## config.mk

```make
export PLATFORM = sky130hd
export DESIGN_NAME = mrs_supervisor_top
export DESIGN_NICKNAME = d
export VERILOG_FILES = /design/src/shared/mrs_pkg.sv /design/src/rtl/mrs_pwm_chan.sv /design/src/rtl/mrs_ramp.sv /design/src/rtl/mrs_supervisor_top.sv
export VERILOG_INCLUDE_DIRS = /design/src /design/src/shared
export SDC_FILE = /design/constraint.sdc
export NUM_CORES = 1
export LEC_CHECK = 0
export ABC_CLOCK_PERIOD_IN_PS = 11900
export BUFFER_PORTS_ARGS = -buffer_cell sky130_fd_sc_hd__buf_4
export CAP_MARGIN = 5
export CORE_AREA = 2 2 174 176
export CTS_CLUSTER_DIAMETER = 40
export DETAILED_ROUTE_END_ITERATION = 7
export DIE_AREA = 0 0 176 178
export PLACE_DENSITY = 0.79
export SLEW_MARGIN = 0
export SYNTH_ARGS = -nofsm -noshare
export SYNTH_HDL_FRONTEND = slang
export SYNTH_SLANG_ARGS = --single-unit
```

## constraint.sdc

```tcl
create_clock -name sys_clk -period 11.9 [get_ports sys_clk]
set_input_delay 0.595 -clock sys_clk [delete_from_list [all_inputs] [get_ports sys_clk]]
set_output_delay 0.595 -clock sys_clk [all_outputs]
set_load 0.05 [all_outputs]
```

## src/shared/mrs_consts.svh

```systemverilog
// Constants of the rail supervisor: counts, timing and register map
`ifndef MRS_CONSTS_SVH
`define MRS_CONSTS_SVH

// Channel counts: four switching channels, then the linear one
`define MRS_NCH 5
`define MRS_NSW 4
`define MRS_NFLT 4

// Index of each input fault latch
`define MRS_FLT_INPUT_OVERVOLTAGE_LOCKOUT 0
`define MRS_FLT_UVM 1
`define MRS_FLT_INPUT_UNDERVOLTAGE_LOCKOUT 2
`define MRS_FLT_TSD 3

// Clock and oscillator rates in MHz
`define MRS_CLK_MHZ 100.0
`define MRS_OSC_MHZ 3.2
`define MRS_SYNC_MIN_MHZ 2.8
`define MRS_SYNC_MAX_MHZ 3.5

// Oscillator period and accepted sync period window, in clocks
`define MRS_OSC_PER_CYC $rtoi(`MRS_CLK_MHZ / `MRS_OSC_MHZ)
`define MRS_SYNC_MIN_CYC $rtoi(`MRS_CLK_MHZ / `MRS_SYNC_MAX_MHZ)
`define MRS_SYNC_MAX_CYC ($rtoi(`MRS_CLK_MHZ / `MRS_SYNC_MIN_MHZ) + 1)

// Times in their own units
`define MRS_SEQ1_DLY_US 15.0
`define MRS_SS_BUCK_US 500.0
`define MRS_SS_LDO_US 570.0
`define MRS_POR_DLY_MS 5.7
`define MRS_DEGLITCH_US 10.0

// Least times rounded up to whole clocks
`define MRS_SEQ1_DLY_CYC $rtoi(`MRS_SEQ1_DLY_US * `MRS_CLK_MHZ + 0.999)
`define MRS_SS_BUCK_CYC $rtoi(`MRS_SS_BUCK_US * `MRS_CLK_MHZ + 0.999)
`define MRS_SS_LDO_CYC $rtoi(`MRS_SS_LDO_US * `MRS_CLK_MHZ + 0.999)
`define MRS_POR_DLY_CYC \
  $rtoi(`MRS_POR_DLY_MS * 1000.0 * `MRS_CLK_MHZ + 0.999)
`define MRS_DEGLITCH_CYC $rtoi(`MRS_DEGLITCH_US * `MRS_CLK_MHZ + 0.999)

// Stagger step default and soft-start reference steps
`define MRS_STEP_CYC 2000
`define MRS_SS_STEPS 255

// Register map, byte addresses
`define MRS_CTRL_OFS 8'h00
`define MRS_STAT_OFS 8'h04
`define MRS_SEQ_OFS 8'h08
`define MRS_CTRL_RST 1'b1
`define MRS_CTRL_SYNC_BIT 0

// Status register fields
`define MRS_STAT_EN_LSB 0
`define MRS_STAT_PG_LSB 8
`define MRS_STAT_FLT_LSB 16
`define MRS_STAT_POR_BIT 20
`define MRS_STAT_LOCK_BIT 21
`define MRS_STAT_PIN_BIT 22

// Bus responses
`define MRS_RESP_OKAY 2'b00
`define MRS_RESP_SLVERR 2'b10

`endif

```

## src/shared/mrs_pkg.sv

```systemverilog
// Types shared by the rail supervisor modules
package mrs_pkg;

  // One comparator pair with hysteresis: set trips, clr releases
  typedef struct packed {
    logic set;
    logic clr;
  } mrs_hyst_t;

  // Per-channel comparator bundle
  typedef struct packed {
    mrs_hyst_t en;
    mrs_hyst_t uv;
    mrs_hyst_t ov;
    logic cs_trip;
    logic sink_lim;
  } mrs_ch_cmp_t;

  // Channel start-up sequence, Gray coded along the path
  typedef enum logic [1:0] {
    SEQ_OFF = 2'b00,
    SEQ_DELAY = 2'b01,
    SEQ_SOFT = 2'b11,
    SEQ_RUN = 2'b10
  } mrs_seq_t;

endpackage

```

## src/rtl/mrs_pwm_chan.sv

```systemverilog
// Peak-current PWM latch for one switching channel
`timescale 1ns/100ps

module mrs_pwm_chan (
  // Clock and reset
  input wire logic sys_clk,
  input wire logic rst,
  // Control from the sequencer and oscillator
  input wire logic run,
  input wire logic per_start,
  // Analog comparators
  input wire logic cs_trip,
  input wire logic sink_lim,
  // Switch drives
  output logic hs_on_ff,
  output logic ls_on_ff
);

  // Period start wins, so a sink trip lasts until the next period
  always_ff @(posedge sys_clk or posedge rst) begin
    if (rst) begin
      hs_on_ff <= 1'b0;
      ls_on_ff <= 1'b0;
    end else if (!run) begin
      hs_on_ff <= 1'b0;
      ls_on_ff <= 1'b0;
    end else if (per_start) begin
      hs_on_ff <= 1'b1;
      ls_on_ff <= 1'b0;
    end else if (ls_on_ff && sink_lim) begin
      hs_on_ff <= 1'b0;
      ls_on_ff <= 1'b0;
    end else if (hs_on_ff && cs_trip) begin
      hs_on_ff <= 1'b0;
      ls_on_ff <= 1'b1;
    end
  end

endmodule

```

## src/rtl/mrs_ramp.sv

```systemverilog
// Soft-start reference ramp for one channel
`timescale 1ns/100ps
`include "mrs_consts.svh"

module mrs_ramp #(
  parameter int PRESC = 196
) (
  // Clock and reset
  input wire logic sys_clk,
  input wire logic rst,
  // Ramp runs while high, restarts from zero when dropped
  input wire logic run,
  // Reference code and completion
  output logic [7:0] ref_ff,
  output logic done_ff
);

  logic [15:0] pre_ff;

  // One reference step every PRESC clocks until full scale
  always_ff @(posedge sys_clk or posedge rst) begin
    if (rst) begin
      pre_ff <= 16'h0000;
      ref_ff <= 8'h00;
      done_ff <= 1'b0;
    end else if (!run) begin
      pre_ff <= 16'h0000;
      ref_ff <= 8'h00;
      done_ff <= 1'b0;
    end else if (!done_ff) begin
      if (pre_ff == 16'(PRESC - 1)) begin
        pre_ff <= 16'h0000;
        ref_ff <= ref_ff + 8'h01;
        done_ff <= (ref_ff == 8'(`MRS_SS_STEPS - 1));
      end else begin
        pre_ff <= pre_ff + 16'h0001;
      end
    end
  end

endmodule

```

## src/rtl/mrs_supervisor_top.sv

```systemverilog
// Rail supervisor: sequencing, PWM timing, reset output, register port
`timescale 1ns/100ps
`include "mrs_consts.svh"

//Function
// - High side at period start, low after trip
// - Common oscillator, channels quarter period apart
// - Valid external sync aligns channel one
// - Enable on rising, disable on falling crossing
// - Overvoltage lockout stops channels, reset low
// - Undervoltage monitor lowers reset, channels run
// - Undervoltage lockout stops channels, reset low
// - Power-good with undervoltage hysteresis
// - Output overvoltage stops switching, drops good
// - Only enabled channels checked for reset
// - Reset released after delay, conditions held
// - Reset falls after deglitched failure, or at once when all channels disabled
// - All channels disabled holds reset low
// - Reset pin open drain, active low
// - Soft-start ramp, longer for linear channel
// - Staggered enable delays after lockout exit
// - Simultaneous enables start in ascending order
// - Thermal recovery restarts soft start, sequence
// - Sink limit turns both switches off
// - Discharge switch on while channel disabled
module mrs_supervisor_top import mrs_pkg::*; #(
  parameter int SS_BUCK_CYC = `MRS_SS_BUCK_CYC,
  parameter int SS_LDO_CYC = `MRS_SS_LDO_CYC,
  parameter int POR_DLY_CYC = `MRS_POR_DLY_CYC,
  parameter int STEP_CYC = `MRS_STEP_CYC
) (
  // Clock and reset
  input wire logic sys_clk,
  input wire logic rst,
  // Input supply and thermal comparators
  input wire mrs_hyst_t [`MRS_NFLT-1:0] in_flt_cmp,
  // Per-channel comparators
  input wire mrs_ch_cmp_t [`MRS_NCH-1:0] ch_cmp,
  // External sync clock, sampled
  input wire logic sync_in,
  // Reset pin, open drain
  input wire logic por_in,
  output logic por_o,
  output logic por_oe,
  // Power stage drives
  output logic [`MRS_NSW-1:0] hs_on,
  output logic [`MRS_NSW-1:0] ls_on,
  output logic [`MRS_NCH-1:0] ch_on,
  output logic [`MRS_NCH-1:0] discharge_on,
  output logic [`MRS_NCH-1:0][7:0] ss_ref,
  output logic [`MRS_NCH-1:0] pg_out,
  // AXI4-Lite write channels
  input wire logic [7:0] s_axi_awaddr,
  input wire logic s_axi_awvalid,
  output logic s_axi_awready,
  input wire logic [31:0] s_axi_wdata,
  input wire logic [3:0] s_axi_wstrb,
  input wire logic s_axi_wvalid,
  output logic s_axi_wready,
  output logic [1:0] s_axi_bresp,
  output logic s_axi_bvalid,
  input wire logic s_axi_bready,
  // AXI4-Lite read channels
  input wire logic [7:0] s_axi_araddr,
  input wire logic s_axi_arvalid,
  output logic s_axi_arready,
  output logic [31:0] s_axi_rdata,
  output logic [1:0] s_axi_rresp,
  output logic s_axi_rvalid,
  input wire logic s_axi_rready
);

  localparam int PER = `MRS_OSC_PER_CYC;
  localparam int QTR = PER / 4;
  localparam int SMIN = `MRS_SYNC_MIN_CYC;
  localparam int SMAX = `MRS_SYNC_MAX_CYC;

  wire [`MRS_NFLT-1:0] flt_v;
  wire [`MRS_NCH-1:0] en_v;
  wire [`MRS_NCH-1:0] pg_v;
  wire [2*`MRS_NCH-1:0] seq_v;
  logic lock_any;
  logic cond_ok;
  logic ctrl_sync_ff;

  // Oscillator and sync state
  logic [5:0] ph_ff;
  logic [5:0] sper_ff;
  logic sync_d_ff;
  logic sync_lock_ff;
  logic [`MRS_NSW-1:0] pstart_ff;
  logic sync_rise;
  logic sync_ok;

  // Reset supervisor state
  logic [19:0] por_cnt_ff;

  // Bus state
  logic aw_got_ff;
  logic w_got_ff;
  logic [7:0] awaddr_ff;
  logic [31:0] wdata_ff;
  logic [3:0] wstrb_ff;
  logic wr_go;
  logic [31:0] rd_data;
  logic rd_hit;
  logic wr_hit;

  // Input fault latches; the trip wins over a release in one cycle
  for (genvar f = 0; f < `MRS_NFLT; f++) begin : g_flt
    logic flt_ff;
    always_ff @(posedge sys_clk or posedge rst) begin
      if (rst) begin
        flt_ff <= 1'b0;
      end else if (in_flt_cmp[f].set) begin
        flt_ff <= 1'b1;
      end else if (in_flt_cmp[f].clr) begin
        flt_ff <= 1'b0;
      end
    end
    assign flt_v[f] = flt_ff;
  end

  assign lock_any = flt_v[`MRS_FLT_INPUT_OVERVOLTAGE_LOCKOUT] | flt_v[`MRS_FLT_INPUT_UNDERVOLTAGE_LOCKOUT] |
                    flt_v[`MRS_FLT_TSD];

  // Sync edge and period check against the accepted window
  assign sync_rise = sync_in && !sync_d_ff;
  assign sync_ok = ctrl_sync_ff && sync_rise &&
                   (sper_ff >= 6'(SMIN - 1)) && (sper_ff <= 6'(SMAX - 1));

  // Sync period measurement and lock flag
  always_ff @(posedge sys_clk or posedge rst) begin
    if (rst) begin
      sync_d_ff <= 1'b0;
      sper_ff <= 6'h3F;
      sync_lock_ff <= 1'b0;
    end else begin
      sync_d_ff <= sync_in;
      if (sync_rise) begin
        sper_ff <= 6'h00;
        sync_lock_ff <= sync_ok;
      end else if (sper_ff != 6'h3F) begin
        sper_ff <= sper_ff + 6'h01;
        if (sper_ff >= 6'(SMAX - 1)) begin
          sync_lock_ff <= 1'b0;
        end
      end
      if (!ctrl_sync_ff) begin
        sync_lock_ff <= 1'b0;
      end
    end
  end

  // Phase counter; fallback just keeps counting, so no phase jump
  always_ff @(posedge sys_clk or posedge rst) begin
    if (rst) begin
      ph_ff <= 6'h00;
    end else if (sync_ok) begin
      ph_ff <= 6'h00;
    end else if (ph_ff >= 6'(PER - 1)) begin
      ph_ff <= 6'h00;
    end else begin
      ph_ff <= ph_ff + 6'h01;
    end
  end

  // Period start pulses, one per switching channel
  always_ff @(posedge sys_clk or posedge rst) begin
    if (rst) begin
      pstart_ff <= '0;
    end else begin
      for (int k = 0; k < `MRS_NSW; k++) begin
        pstart_ff[k] <= (ph_ff == 6'(k * QTR));
      end
    end
  end

  // Per-channel latches, sequencer, ramp and switch control
  for (genvar i = 0; i < `MRS_NCH; i++) begin : g_ch
    localparam int DLY = (i == 0) ? `MRS_SEQ1_DLY_CYC : i * STEP_CYC;
    localparam int SSC = (i == `MRS_NCH - 1) ? SS_LDO_CYC : SS_BUCK_CYC;
    localparam int PRE = (SSC / `MRS_SS_STEPS > 0) ?
                         SSC / `MRS_SS_STEPS : 1;
    logic en_ff;
    logic uv_ff;
    logic ov_ff;
    logic pg_ff;
    logic on_ff;
    logic dis_ff;
    logic ramp_done;
    logic run;
    mrs_seq_t seq_ff;
    logic [19:0] dly_ff;

    always_ff @(posedge sys_clk or posedge rst) begin
      if (rst) begin
        en_ff <= 1'b0;
      end else if (ch_cmp[i].en.set) begin
        en_ff <= 1'b1;
      end else if (ch_cmp[i].en.clr) begin
        en_ff <= 1'b0;
      end
    end

    always_ff @(posedge sys_clk or posedge rst) begin
      if (rst) begin
        uv_ff <= 1'b1;
      end else if (ch_cmp[i].uv.set) begin
        uv_ff <= 1'b1;
      end else if (ch_cmp[i].uv.clr) begin
        uv_ff <= 1'b0;
      end
    end

    always_ff @(posedge sys_clk or posedge rst) begin
      if (rst) begin
        ov_ff <= 1'b0;
      end else if (ch_cmp[i].ov.set) begin
        ov_ff <= 1'b1;
      end else if (ch_cmp[i].ov.clr) begin
        ov_ff <= 1'b0;
      end
    end

    // Start-up sequence; any lockout sends the channel back to off
    always_ff @(posedge sys_clk or posedge rst) begin
      if (rst) begin
        seq_ff <= SEQ_OFF;
        dly_ff <= 20'h0_0000;
      end else if (!en_ff || lock_any) begin
        seq_ff <= SEQ_OFF;
        dly_ff <= 20'h0_0000;
      end else begin
        case (seq_ff)
          SEQ_OFF: begin
            seq_ff <= SEQ_DELAY;
          end
          SEQ_DELAY: begin
            if (dly_ff >= 20'(DLY - 1)) begin
              seq_ff <= SEQ_SOFT;
            end else begin
              dly_ff <= dly_ff + 20'h0_0001;
            end
          end
          SEQ_SOFT: begin
            if (ramp_done) begin
              seq_ff <= SEQ_RUN;
            end
          end
          SEQ_RUN: begin
            seq_ff <= SEQ_RUN;
          end
          default: begin
            seq_ff <= SEQ_OFF;
          end
        endcase
      end
    end

    assign run = ((seq_ff == SEQ_SOFT) || (seq_ff == SEQ_RUN)) && !ov_ff;

    // Registered stage enable, power-good and discharge
    always_ff @(posedge sys_clk or posedge rst) begin
      if (rst) begin
        on_ff <= 1'b0;
        pg_ff <= 1'b0;
        dis_ff <= 1'b1;
      end else begin
        on_ff <= run;
        pg_ff <= !uv_ff && !ov_ff;
        dis_ff <= !en_ff;
      end
    end

    mrs_ramp #(
      .PRESC(PRE)
    ) u_ramp (
      .sys_clk(sys_clk),
      .rst(rst),
      .run((seq_ff == SEQ_SOFT) || (seq_ff == SEQ_RUN)),
      .ref_ff(ss_ref[i]),
      .done_ff(ramp_done)
    );

    // Only switching channels have a PWM latch
    if (i < `MRS_NSW) begin : g_sw
      mrs_pwm_chan u_pwm (
        .sys_clk(sys_clk),
        .rst(rst),
        .run(run),
        .per_start(pstart_ff[i]),
        .cs_trip(ch_cmp[i].cs_trip),
        .sink_lim(ch_cmp[i].sink_lim),
        .hs_on_ff(hs_on[i]),
        .ls_on_ff(ls_on[i])
      );
    end

    assign en_v[i] = en_ff;
    assign pg_v[i] = pg_ff;
    assign ch_on[i] = on_ff;
    assign discharge_on[i] = dis_ff;
    assign pg_out[i] = pg_ff;
    assign seq_v[2*i +: 2] = seq_ff;
  end

  assign cond_ok = !(|flt_v) && (&(pg_v | ~en_v));

  // Reset output: por_oe high pulls the pin low, open drain
  always_ff @(posedge sys_clk or posedge rst) begin
    if (rst) begin
      por_oe <= 1'b1;
      por_cnt_ff <= 20'h0_0000;
    end else if (!(|en_v)) begin
      por_oe <= 1'b1;
      por_cnt_ff <= 20'h0_0000;
    end else if (por_oe) begin
      if (!cond_ok) begin
        por_cnt_ff <= 20'h0_0000;
      end else if (por_cnt_ff >= 20'(POR_DLY_CYC - 1)) begin
        por_oe <= 1'b0;
        por_cnt_ff <= 20'h0_0000;
      end else begin
        por_cnt_ff <= por_cnt_ff + 20'h0_0001;
      end
    end else begin
      if (cond_ok) begin
        por_cnt_ff <= 20'h0_0000;
      end else if (por_cnt_ff >= 20'(`MRS_DEGLITCH_CYC - 1)) begin
        por_oe <= 1'b1;
        por_cnt_ff <= 20'h0_0000;
      end else begin
        por_cnt_ff <= por_cnt_ff + 20'h0_0001;
      end
    end
  end

  always_ff @(posedge sys_clk or posedge rst) begin
    if (rst) begin
      por_o <= 1'b0;
    end else begin
      por_o <= 1'b0;
    end
  end

  // Bus write accepted once address and data are both held
  assign wr_go = aw_got_ff && w_got_ff && !s_axi_bvalid;
  assign wr_hit = (awaddr_ff[7:2] == `MRS_CTRL_OFS >> 2) ||
                  (awaddr_ff[7:2] == `MRS_STAT_OFS >> 2) ||
                  (awaddr_ff[7:2] == `MRS_SEQ_OFS >> 2);

  // Write address channel; ready returns after the response
  always_ff @(posedge sys_clk or posedge rst) begin
    if (rst) begin
      s_axi_awready <= 1'b1;
      aw_got_ff <= 1'b0;
      awaddr_ff <= 8'h00;
    end else if (s_axi_awvalid && s_axi_awready) begin
      s_axi_awready <= 1'b0;
      aw_got_ff <= 1'b1;
      awaddr_ff <= s_axi_awaddr;
    end else if (wr_go) begin
      aw_got_ff <= 1'b0;
    end else if (s_axi_bvalid && s_axi_bready) begin
      s_axi_awready <= 1'b1;
    end
  end

  // Write data channel, same pattern as the address
  always_ff @(posedge sys_clk or posedge rst) begin
    if (rst) begin
      s_axi_wready <= 1'b1;
      w_got_ff <= 1'b0;
      wdata_ff <= 32'h0000_0000;
      wstrb_ff <= 4'h0;
    end else if (s_axi_wvalid && s_axi_wready) begin
      s_axi_wready <= 1'b0;
      w_got_ff <= 1'b1;
      wdata_ff <= s_axi_wdata;
      wstrb_ff <= s_axi_wstrb;
    end else if (wr_go) begin
      w_got_ff <= 1'b0;
    end else if (s_axi_bvalid && s_axi_bready) begin
      s_axi_wready <= 1'b1;
    end
  end

  // Write response; unmapped addresses answer with an error
  always_ff @(posedge sys_clk or posedge rst) begin
    if (rst) begin
      s_axi_bvalid <= 1'b0;
      s_axi_bresp <= `MRS_RESP_OKAY;
    end else if (wr_go) begin
      s_axi_bvalid <= 1'b1;
      s_axi_bresp <= wr_hit ? `MRS_RESP_OKAY : `MRS_RESP_SLVERR;
    end else if (s_axi_bvalid && s_axi_bready) begin
      s_axi_bvalid <= 1'b0;
    end
  end

  // Control register: sync follow enable, byte lane zero
  always_ff @(posedge sys_clk or posedge rst) begin
    if (rst) begin
      ctrl_sync_ff <= `MRS_CTRL_RST;
    end else if (wr_go && wstrb_ff[0] &&
                 (awaddr_ff[7:2] == `MRS_CTRL_OFS >> 2)) begin
      ctrl_sync_ff <= wdata_ff[`MRS_CTRL_SYNC_BIT];
    end
  end

  // Read mux; status and sequence words are read-only
  always_comb begin
    rd_data = 32'h0000_0000;
    rd_hit = 1'b1;
    case (s_axi_araddr[7:2])
      `MRS_CTRL_OFS >> 2: begin
        rd_data[`MRS_CTRL_SYNC_BIT] = ctrl_sync_ff;
      end
      `MRS_STAT_OFS >> 2: begin
        rd_data[`MRS_STAT_EN_LSB +: `MRS_NCH] = en_v;
        rd_data[`MRS_STAT_PG_LSB +: `MRS_NCH] = pg_v;
        rd_data[`MRS_STAT_FLT_LSB +: `MRS_NFLT] = flt_v;
        rd_data[`MRS_STAT_POR_BIT] = !por_oe;
        rd_data[`MRS_STAT_LOCK_BIT] = sync_lock_ff;
        rd_data[`MRS_STAT_PIN_BIT] = por_in;
      end
      `MRS_SEQ_OFS >> 2: begin
        rd_data[2*`MRS_NCH-1:0] = seq_v;
      end
      default: begin
        rd_hit = 1'b0;
      end
    endcase
  end

  // Read channel; data register one edge after the address
  always_ff @(posedge sys_clk or posedge rst) begin
    if (rst) begin
      s_axi_arready <= 1'b1;
      s_axi_rvalid <= 1'b0;
      s_axi_rdata <= 32'h0000_0000;
      s_axi_rresp <= `MRS_RESP_OKAY;
    end else if (s_axi_arvalid && s_axi_arready) begin
      s_axi_arready <= 1'b0;
      s_axi_rvalid <= 1'b1;
      s_axi_rdata <= rd_data;
      s_axi_rresp <= rd_hit ? `MRS_RESP_OKAY : `MRS_RESP_SLVERR;
    end else if (s_axi_rvalid && s_axi_rready) begin
      s_axi_rvalid <= 1'b0;
      s_axi_arready <= 1'b1;
    end
  end

endmodule

```

==> impl_metrics.toml, run 1 <==
[status]
status = "finished, final reports clean"

[global_route]
grt-ovfl-total = 0
grt_start_max_net_pins = 147
grt_pass1_wl_um = 60900
busiest_layer = "met2"
grt_pass1_vias = 12800
grt_use_total_pct = 23.4
use_met3_pct = 4.13
grt_use_met2_pct = 39.3
grt_util_met1_pct = 30.9
antenna_found_initial = 0

[logic_synthesis]
synth_compound_area_share_pct = 8.87
yosys_most_used_dff = "dfrtp_1"
ys_seq_area_share_pct = 53.0
synth_largest_type_area_fraction_pct = 49.7
synth-async-reset-ratio_pct = 100
yosysWarnings = 0
yosys.area.top_type = "dfrtp_1"
synth_top_family_by_area = "simple AND/OR/NAND/NOR gates"
yosys.area_share.simple_pct = 23.0
synth_edf_count = 0
syn_area_per_cell_um2 = 9.93
ys_seq_elements = 354
synth_fa_ha_area_share_pct = 2.01
synthTopCellsByArea = "dfrtp_1, nor2_1, xnor2_1, nand2_1, dfstp_2"
synth_mux_area_share_pct = 1.98
syn_inst = 1689
ys_types = 66
synth_xor_area_share_pct = 6.53
syn_area_mm2 = 0.0168

[floorplan]
die_area_mm2 = 0.0313
start_util_pct = 57.0
core_mm2 = 0.0294
io_pins = 215
fp.dieW_um = 176
rows = 63
chipHeight_um = 178

[placed_design]
numPortBuffers = 159
place.gp.congestion = 0.889
dp_cells = 2163
dp_slack_ps = 8610
dp_hpwl_um = 23900

[clock_network]
cts_tree = "built"
cts_htree_levels = 2
insertion_delay_ps = 540
post_cts_buffers = 0
cts_made_buffers = 44
ctsHoldBuffers = 0
cts_num_sinks = 354
clk_transition_reported_paths_ps = 60
cts_resized = 0
clockRootBuffer = "clkbuf_16"
clk_path_buf_depth = 3

[power]
p_per_area_mw_per_mm2 = 147
p_leak_nw = 8.62
pwr-share-seq_pct = 45.8
ir_drop_uv = 181
internal_power_mw = 2.15
power_frac_comb_pct = 7.9
p_switching_uw = 725
swShare_pct = 25.2
pwr-share-clk_pct = 46.4

[worst_setup_path]
r2r-start = "g_ch[2].u_ramp.pre_ff[1]"
crit_required_ps = 12300
crit_path_start_kind = "register"
r2r_cells = 6
path_max_fanout = 17
max_stage_delay_ps = 1000
path_class = "register to register"
critPathCaptureType = "register"
path_cells = "ha_1 -> nor4b_1 -> nand4_1 -> o21ai_1 -> nand4_1 -> mux2i_1"
worstSetupStartpoint = "g_ch[2].u_ramp.pre_ff[1]"
timing.critical_path.mode_cell = "nand4_1"
arrival_ps = 3180
critPathSlowestCell = "o21ai_1"

[drt]
ant_nets = 0
wl_um = 35700
num_vias = 12800
via_per_inst = 5.71
drt_drc_violations_left = 0
drt_iter0_drc = 879
drtPass1Iterations = 5
wl_per_cell_um = 15.9

[hold_path]
hold_depth = 1
hp-class = "primary input to register"
hold_start = "sync_in"

[sta]
fin_crit_ps = 2780
setup_violations = 0
timing.fmax_ghz = 0.360
fin_crit_sh_pct = 23.4
fin_ws_ps = 9120
rsz0062_at_grt = "no"
slew_violations = 0
worst_slew_pin_slew_ps = 1250
finalSetupTns_ps = 0
maxSlewHeadroom_pct = 16.2
hold_viol_final = 0
fin_skew_ps = 24.9

[flow_run]
max-cap-violations = 0

[finish]
final-instance-count-excl-fill = 2244
n_antenna_cell = 0
final_layout_size_suffix_gt1_share_pct = 16.3
syn2layout_area_growth_pct = 16.6
final_nets = 1956
-- critical path, delay by kind of cell (launching register included) --
kind                       cells  cell delay, ps
AOI/OAI and AO/OA              1            1000
and+or+nand+nor                3             840
DFF                            1             370
adders and majority gates      1             240
muxes                          1             180
-- cells in the final DEF, fill, tap and decap left out, types with 22 or more instances in the layout --
cell type / synthesis / layout
or3_1: 24 / 24
inv_1: 67 / 66
dfrtp_1: 333 / 333
xor2_1: 53 / 53
nor3_1: 50 / 49
nand4_1: 53 / 53
and3_1: 59 / 59
nand2_1: 155 / 155
nand2b_1: 22 / 22
nand3_1: 72 / 72
clkbuf_16: 0 / 45
nor2_1: 192 / 192
o21ai_0: 62 / 62
a21oi_1: 59 / 59
buf_4: 38 / 167
nor4_1: 30 / 30
ha_1: 27 / 27
xnor2_1: 72 / 72
-- power groups by stage --
stage               Combinational (mW)  Clock, mW  Sequential [mW]
finish                           0.226       1.33             1.32
global route                     0.249       1.41             1.32
CTS                              0.230       1.36             1.31
detailed placement               0.227          0             1.34
global placement                 0.220          0             1.33
floorplan                        0.136          0             1.35
-- synthesized netlist by cell type (27+ instances only) --
cell / count
nor2_1: 192
and3_1: 59
nor3_1: 50
xnor2_1: 72
inv_1: 67
o21ai_0: 62
nand3_1: 72
buf_4: 38
dfrtp_1: 333
nand4_1: 53
a21oi_1: 59
nor4_1: 30
ha_1: 27
xor2_1: 53
nand2_1: 155
clkbuf_1: 54
-- logic make-up after synthesis --
kind of cell               Yosys count
DFF                                354
other                                1
and+or+nand+nor                    751
adders and majority gates           27
buffers and inverters              165
xor gates and xnor gates           125
AOI/OAI and AO/OA                  235
muxes                               31
-- through the flow --
stage          hold slack, ps  utilization [%]  instance area (um2)  power, mW
2_1_floorplan             406                -                16800       1.49
3_3_place_gp              429             61.4                18100       1.55
3_5_place_dp              423             61.4                18100       1.56
4_1_cts                   153             66.5                19500       2.90
5_1_grt                   151             66.5                19600       2.98
6_report                  165             66.5                19600       2.87
-- sequential cells by signal (all words and copies together) (netlist names), 6 cells and up --
register and count:
awaddr_ff 6, sper_ff 6, g_ch.dly_ff 100, g_ch.u_ramp.pre_ff 80, g_ch.u_ramp.ref_ff 40, ph_ff 6
por_cnt_ff 20, s_axi_rdata 20, g_ch.seq_ff 10
-- layer usage --
| layer | vias up | wire [um] |
|---|---|---|
| met3 | 78 | 2030 |
| li1 | 6109 | - |
| met5 | - | 0 |
| met1 | 6267 | 15500 |
| met4 | 0 | 1020 |
| met2 | 353 | 17100 |
-- final cells by class --
class / instances / area, um2
Inverter: 67 / 259
Clock inverter: 28 / 308
Timing Repair Buffer: 168 / 1260
Multi-Input combinational cell: 1185 / 7180
Tap cell: 390 / 488
Fill cell: 2265 / 9850
Clock buffer: 52 / 1170
Sequential cell: 354 / 8880
-- final timing paths --
kind	endpoint	slack [ps]
hold / removal	sync_d_ff	160
setup / recovery	g_ch[2].u_ramp.ref_ff[5]	9120
setup reg to reg	g_ch[2].u_ramp.ref_ff[5]	9120
max in group asynchronous	g_ch[2].u_ramp.ref_ff[5]	9340
hold reg to reg	g_ch[0].pg_ff	450
min in group asynchronous	g_ch[4].dly_ff[3]	250
No activity file was read; power rests on OpenSTA's default activity.
==> inputs of run 2 (changes only) <==
Settings changed: ABC_CLOCK_PERIOD_IN_PS 11900 to 2800.
Clock period 11.9 ns to 2.8 ns, I/O delays scaled along.
==> impl_metrics.toml, run 2 (synthesized netlist as in run 1, its figures left out) <==
[power]
p_per_area_mw_per_mm2 = 626
pwr-share-clk_pct = 48.0
power_frac_comb_pct = 8.6
ir_drop_uv = 574
p_switching_mw = 3.32
internal_power_mw = 9.58
p_leak_nw = 9.07
pwr-share-seq_pct = 43.4
swShare_pct = 25.7

[drt]
num_vias = 13300
via_per_inst = 5.70
wl_per_cell_um = 16.7
ant_nets = 0
drtPass1Iterations = 5
drt_iter0_drc = 836
drt_drc_violations_left = 0
wl_um = 39000

[placed_design]
dp_hpwl_um = 24500
dp_cells = 2185
numPortBuffers = 159
place.gp.congestion = 0.878

[finish]
fin_util_pct = 70.1
syn2layout_area_growth_pct = 22.9
top_register = "g_ch.dly_ff"
final_layout_size_suffix_gt1_share_pct = 16.8
mostFrequentLayoutCell = "dfrtp_1"
layout_common_cells = "dfrtp_1, nor2_1, buf_4"
largestRegisters = "g_ch.dly_ff (100), g_ch.u_ramp.pre_ff (80), g_ch.u_ramp.ref_ff (40)"
n_fill_cell = 2062
final_nets = 2049
n_antenna_cell = 0
largest_reg_flops = 100
final-instance-count-excl-fill = 2340

[clock_network]
clk_path_buf_depth = 3
cts_htree_levels = 2
clk_transition_reported_paths_ps = 60
cts_num_sinks = 354
cts_made_buffers = 46
cts_tree = "built"
cts_resized = 0
clockRootBuffer = "clkbuf_16"
insertion_delay_ps = 540

[worst_setup_path]
path_cells = "or4_1 -> a2111oi_0 -> nor2_1 -> a32oi_1 -> buf_4 -> nor2_1"
critPathCaptureType = "register"
r2r-start = "por_cnt_ff[16]"
r2r_cells = 6
critPathSlowestCell = "or4_1"
max_stage_delay_ps = 610
arrival_ps = 2800
path_class = "register to register"
crit_required_ps = 3220
timing.critical_path.mode_cell = "nor2_1"
path_max_fanout = 20
crit_path_start_kind = "register"
ff2ff_setup_slack_ps = 420
cp-endpoint = "por_cnt_ff[3]"
worstSetupStartpoint = "por_cnt_ff[16]"
r2r_end = "por_cnt_ff[3]"

[global_route]
antenna_found_initial = 0
grt_pass1_wl_um = 64600
grt_pass1_vias = 13300
grt_start_max_net_pins = 101
grt-ovfl-total = 0
grt_use_total_pct = 25.2

[sta]
setup_violations = 0
timing.fmax_ghz = 0.421
slew_violations = 0
worst_slew_pin_slew_ps = 823
rsz0062_at_grt = "no"
fin_skew_ps = 15.7
hold_viol_final = 0
maxSlewHeadroom_pct = 44.8
fin_crit_ps = 2380
fin_crit_sh_pct = 84.9

[floorplan]
start_util_pct = 57.0
core_mm2 = 0.0294
io_pins = 215
chipHeight_um = 178
die_area_mm2 = 0.0313
fp.dieW_um = 176
rows = 63

[flow_run]
max-cap-violations = 0

[hold_path]
hold_depth = 4
hp-class = "primary input to register"

[status]
status = "finished, final reports clean"
## run 2: worst min path at each step
stage / from / to / slack, ps
detailed placement: rst / s_axi_rdata[19] / 190
floorplan: sync_in / sync_d_ff / 170
finish: s_axi_araddr[2] / s_axi_rdata[0] / 100
CTS: s_axi_araddr[2] / s_axi_rdata[0] / 80
global route: s_axi_araddr[2] / s_axi_rdata[5] / 140
global placement: rst / g_flt[3].flt_ff / 190
## run 2: layout make-up
cell class	instances	area, um2	area share [%]
inverters	67	255	1.24
clock inverters	31	418	2.03
repair buffers	259	2170	10.5
well taps	390	488	2.37
clock buffers	54	1210	5.88
multi-input cells	1185	7180	34.8
flip-flops and latches	354	8880	43.1
## run 2: repair_timing
| item | CTS | global route |
|---|---|---|
| buffers inserted | 0 | 0 |
| hold endpoints to repair | 56 | 0 |
| endpoints found under the setup margin | 0 | 0 |
| hold buffers | 70 | 0 |
## run 2: power by group through the flow
stage	logic (mW)	clock network, mW	registers, mW
global route	1.21	6.50	5.63
detailed placement	0.985	0	5.67
global placement	0.951	0	5.66
finish	1.10	6.19	5.60
floorplan	0.580	0	5.75
CTS	1.09	6.28	5.59
## run 2: metal layers
| metal | vias up | global-route usage (%) | wire (um) |
|---|---|---|---|
| li1 | 6316 | - | - |
| met1 | 6543 | 31.9 | 16200 |
| met2 | 381 | 43.2 | 19400 |
| met3 | 89 | 5.20 | 2210 |
| met4 | 0 | 8.99 | 1150 |
| met5 | - | 0 | 0 |
## run 2: critical path: cells and delay by family (launching register included)
family / cells / cell delay [ps]
and+or+nand+nor: 3 / 800
DFF: 1 / 430
buffers and inverters: 1 / 270
AOI/OAI and AO/OA: 2 / 760
## run 2: stage by stage
step                TNS, ps  hold WS [ps]  area (um2)  setup slack (ps)  power, mW
detailed placement        0           193       18300               425       6.65
global placement          0           189       18300               500       6.61
global route              0           136       20600               197       13.3
floorplan           -704050           171       16800             -2070       6.33
CTS                       0          80.0       20600               447       13.0
finish                    0           104       20600               423       12.9
==> inputs of run 3 (changes only) <==
Settings changed: ABC_CLOCK_PERIOD_IN_PS 2800 to 2050, CORE_AREA 2 2 174 176 to 2 2 181 183, DIE_AREA 0 0 176 178 to 0 0 183 185, PLACE_DENSITY 0.79 to 0.77.
Clock period 2.8 ns to 2.05 ns, I/O delays scaled along.
==> impl_metrics.toml, run 3 (synthesized netlist as in run 1, its figures left out) <==
[finish]
n_fill_cell = 2294
mostFrequentLayoutCell = "dfrtp_1"
top_register = "g_ch.dly_ff"
syn2layout_area_growth_pct = 28.8
n_antenna_cell = 0
largest_reg_flops = 100
final_nets = 2130
largestRegisters = "g_ch.dly_ff (100), g_ch.u_ramp.pre_ff (80), g_ch.u_ramp.ref_ff (40)"
layout_common_cells = "dfrtp_1, buf_4, nor2_1"
fin_util_pct = 67.4
final_layout_size_suffix_gt1_share_pct = 22.8

[global_route]
grt-ovfl-total = 0
grt_pass1_wl_um = 67000
antenna_found_initial = 0
grt_use_total_pct = 24.0
grt_pass1_vias = 13800
grt_start_max_net_pins = 71

[worst_setup_path]
path_max_fanout = 12
arrival_ps = 2630
r2r_cells = 6
crit_path_start_kind = "register"
worstSetupStartpoint = "g_ch[4].u_ramp.pre_ff[14]"
crit_required_ps = 2470
critPathCaptureType = "register"
r2r-start = "g_ch[4].u_ramp.pre_ff[14]"
path_class = "register to register"

[power]
total_power_mw = 17.8
p_per_area_mw_per_mm2 = 822
p_leak_nw = 9.51
ir_drop_uv = 865

[drt]
wl_um = 40400
num_vias = 13600
drt_drc_violations_left = 0
via_per_inst = 5.59
drtPass1Iterations = 5
ant_nets = 0
drt_iter0_drc = 869
wl_per_cell_um = 16.6

[clock_network]
clockRootBuffer = "clkbuf_16"
clk_transition_reported_paths_ps = 50
clk_path_buf_depth = 3
cts_num_sinks = 354
cts_made_buffers = 47
insertion_delay_ps = 540
cts_tree = "built"
cts_htree_levels = 2

[floorplan]
start_util_pct = 52.3
rows = 66
chipHeight_um = 185
fp.dieW_um = 183
die_area_mm2 = 0.0339
io_pins = 215
core_mm2 = 0.0320

[sta]
rsz0062_at_grt = "yes"
hold_viol_final = 0
fin_crit_sh_pct = 108
fin_skew_ps = 13.6
fin_ws_ps = -158
maxSlewHeadroom_pct = 44.9
fin_crit_ps = 2210
timing.fmax_ghz = 0.453
setup_violations = 35
worst_slew_pin_slew_ps = 823
slew_violations = 0

[hold_path]
hold_start = "s_axi_araddr[2]"
hold_depth = 5
hp-class = "primary input to register"

[flow_run]
max-cap-violations = 0

[placed_design]
numPortBuffers = 159
place.gp.congestion = 0.860
dp_hpwl_um = 25900

[status]
status = "complete, but fails checks"
violations = "negative setup slack"
run 3: cell types whose count changed in the layout (fill, tap and decap cells not counted), moves of 4 or more:
cell / delta
or4_1: -5
nor4_1: -4
clkbuf_8: +6
buf_4: +70
nor2_4: +5
a2111oi_0: -4
or4_4: +6
clkbuf_1: -5
nor2_1: -16
buf_6: +4
clkinv_2: +6
nor4b_1: -4
inv_6: -5
nor2_2: +11
run 3: final timing paths:
path,to,slack (ps)
worst max-delay path,g_ch[4].u_ramp.pre_ff[9],-160
worst min-delay path,s_axi_rdata[5],60
worst min register to register,g_ch[2].g_sw.u_pwm.ls_on_ff,450
max in group asynchronous,g_ch[2].dis_ff,1110
worst max register to register,g_ch[4].u_ramp.pre_ff[9],-160
min in group asynchronous,s_axi_rdata[19],110
run 3: critical path, cell delays in order (launching register included):
cell     delay (ps)
dfrtp_1         380
or4_4           570
or4_4           630
buf_4           180
o21ai_4         130
buf_12          150
nor2_1           60
run 3: through the flow:
step | TNS (ps) | worst slack [ps] | hold slack, ps | cells | cell area (um2)
4_1_cts | -2100 | -141 | 45.2 | 2437 | 21400
5_1_grt | -5630 | -210 | 67.9 | 2439 | 21600
3_5_place_dp | -4290 | -171 | 118 | 2273 | 18900
2_1_floorplan | -957070 | -2780 | 134 | 1704 | 16900
3_3_place_gp | -1460 | -134 | 112 | 2273 | 18900
6_report | -3450 | -158 | 63.2 | 2439 | 21600
run 3: cell type report:
cell class | count | area (um2) | share of cell area, %
clock inverter | 29 | 323 | 1.49
inverter | 67 | 255 | 1.18
multi-input combinational | 1187 | 7500 | 34.7
tap | 408 | 510 | 2.36
clock buffer | 57 | 1330 | 6.14
timing repair buffer | 337 | 2810 | 13.0
sequential | 354 | 8880 | 41.1
run 3: what timing repair did:
action | CTS | global route
hold buffers | 70 | 0
resized for setup | 26 | 42
gates cloned | 3 | 1
setup buffers | 5 | 3
endpoints found under the hold margin | 232 | 0
endpoints found under the setup margin | 43 | 79
pin swaps | 17 | 14
run 3: where the power goes:
group / internal [mW] / switching (mW) / total (mW)
combinational: 0.679 / 0.968 / 1.65
sequential: 7.34 / 0.308 / 7.64
clock: 5.20 / 3.27 / 8.46
run 3: layer usage:
| layer | vias to the layer above | global-route usage, % | wire length, um |
|---|---|---|---|
| li1 | 6476 | - | - |
| met3 | 100 | 4.50 | 2010 |
| met2 | 354 | 42.3 | 20400 |
| met4 | 0 | 7.68 | 1240 |
| met1 | 6694 | 30.0 | 16800 |
| met5 | - | 0 | 0 |
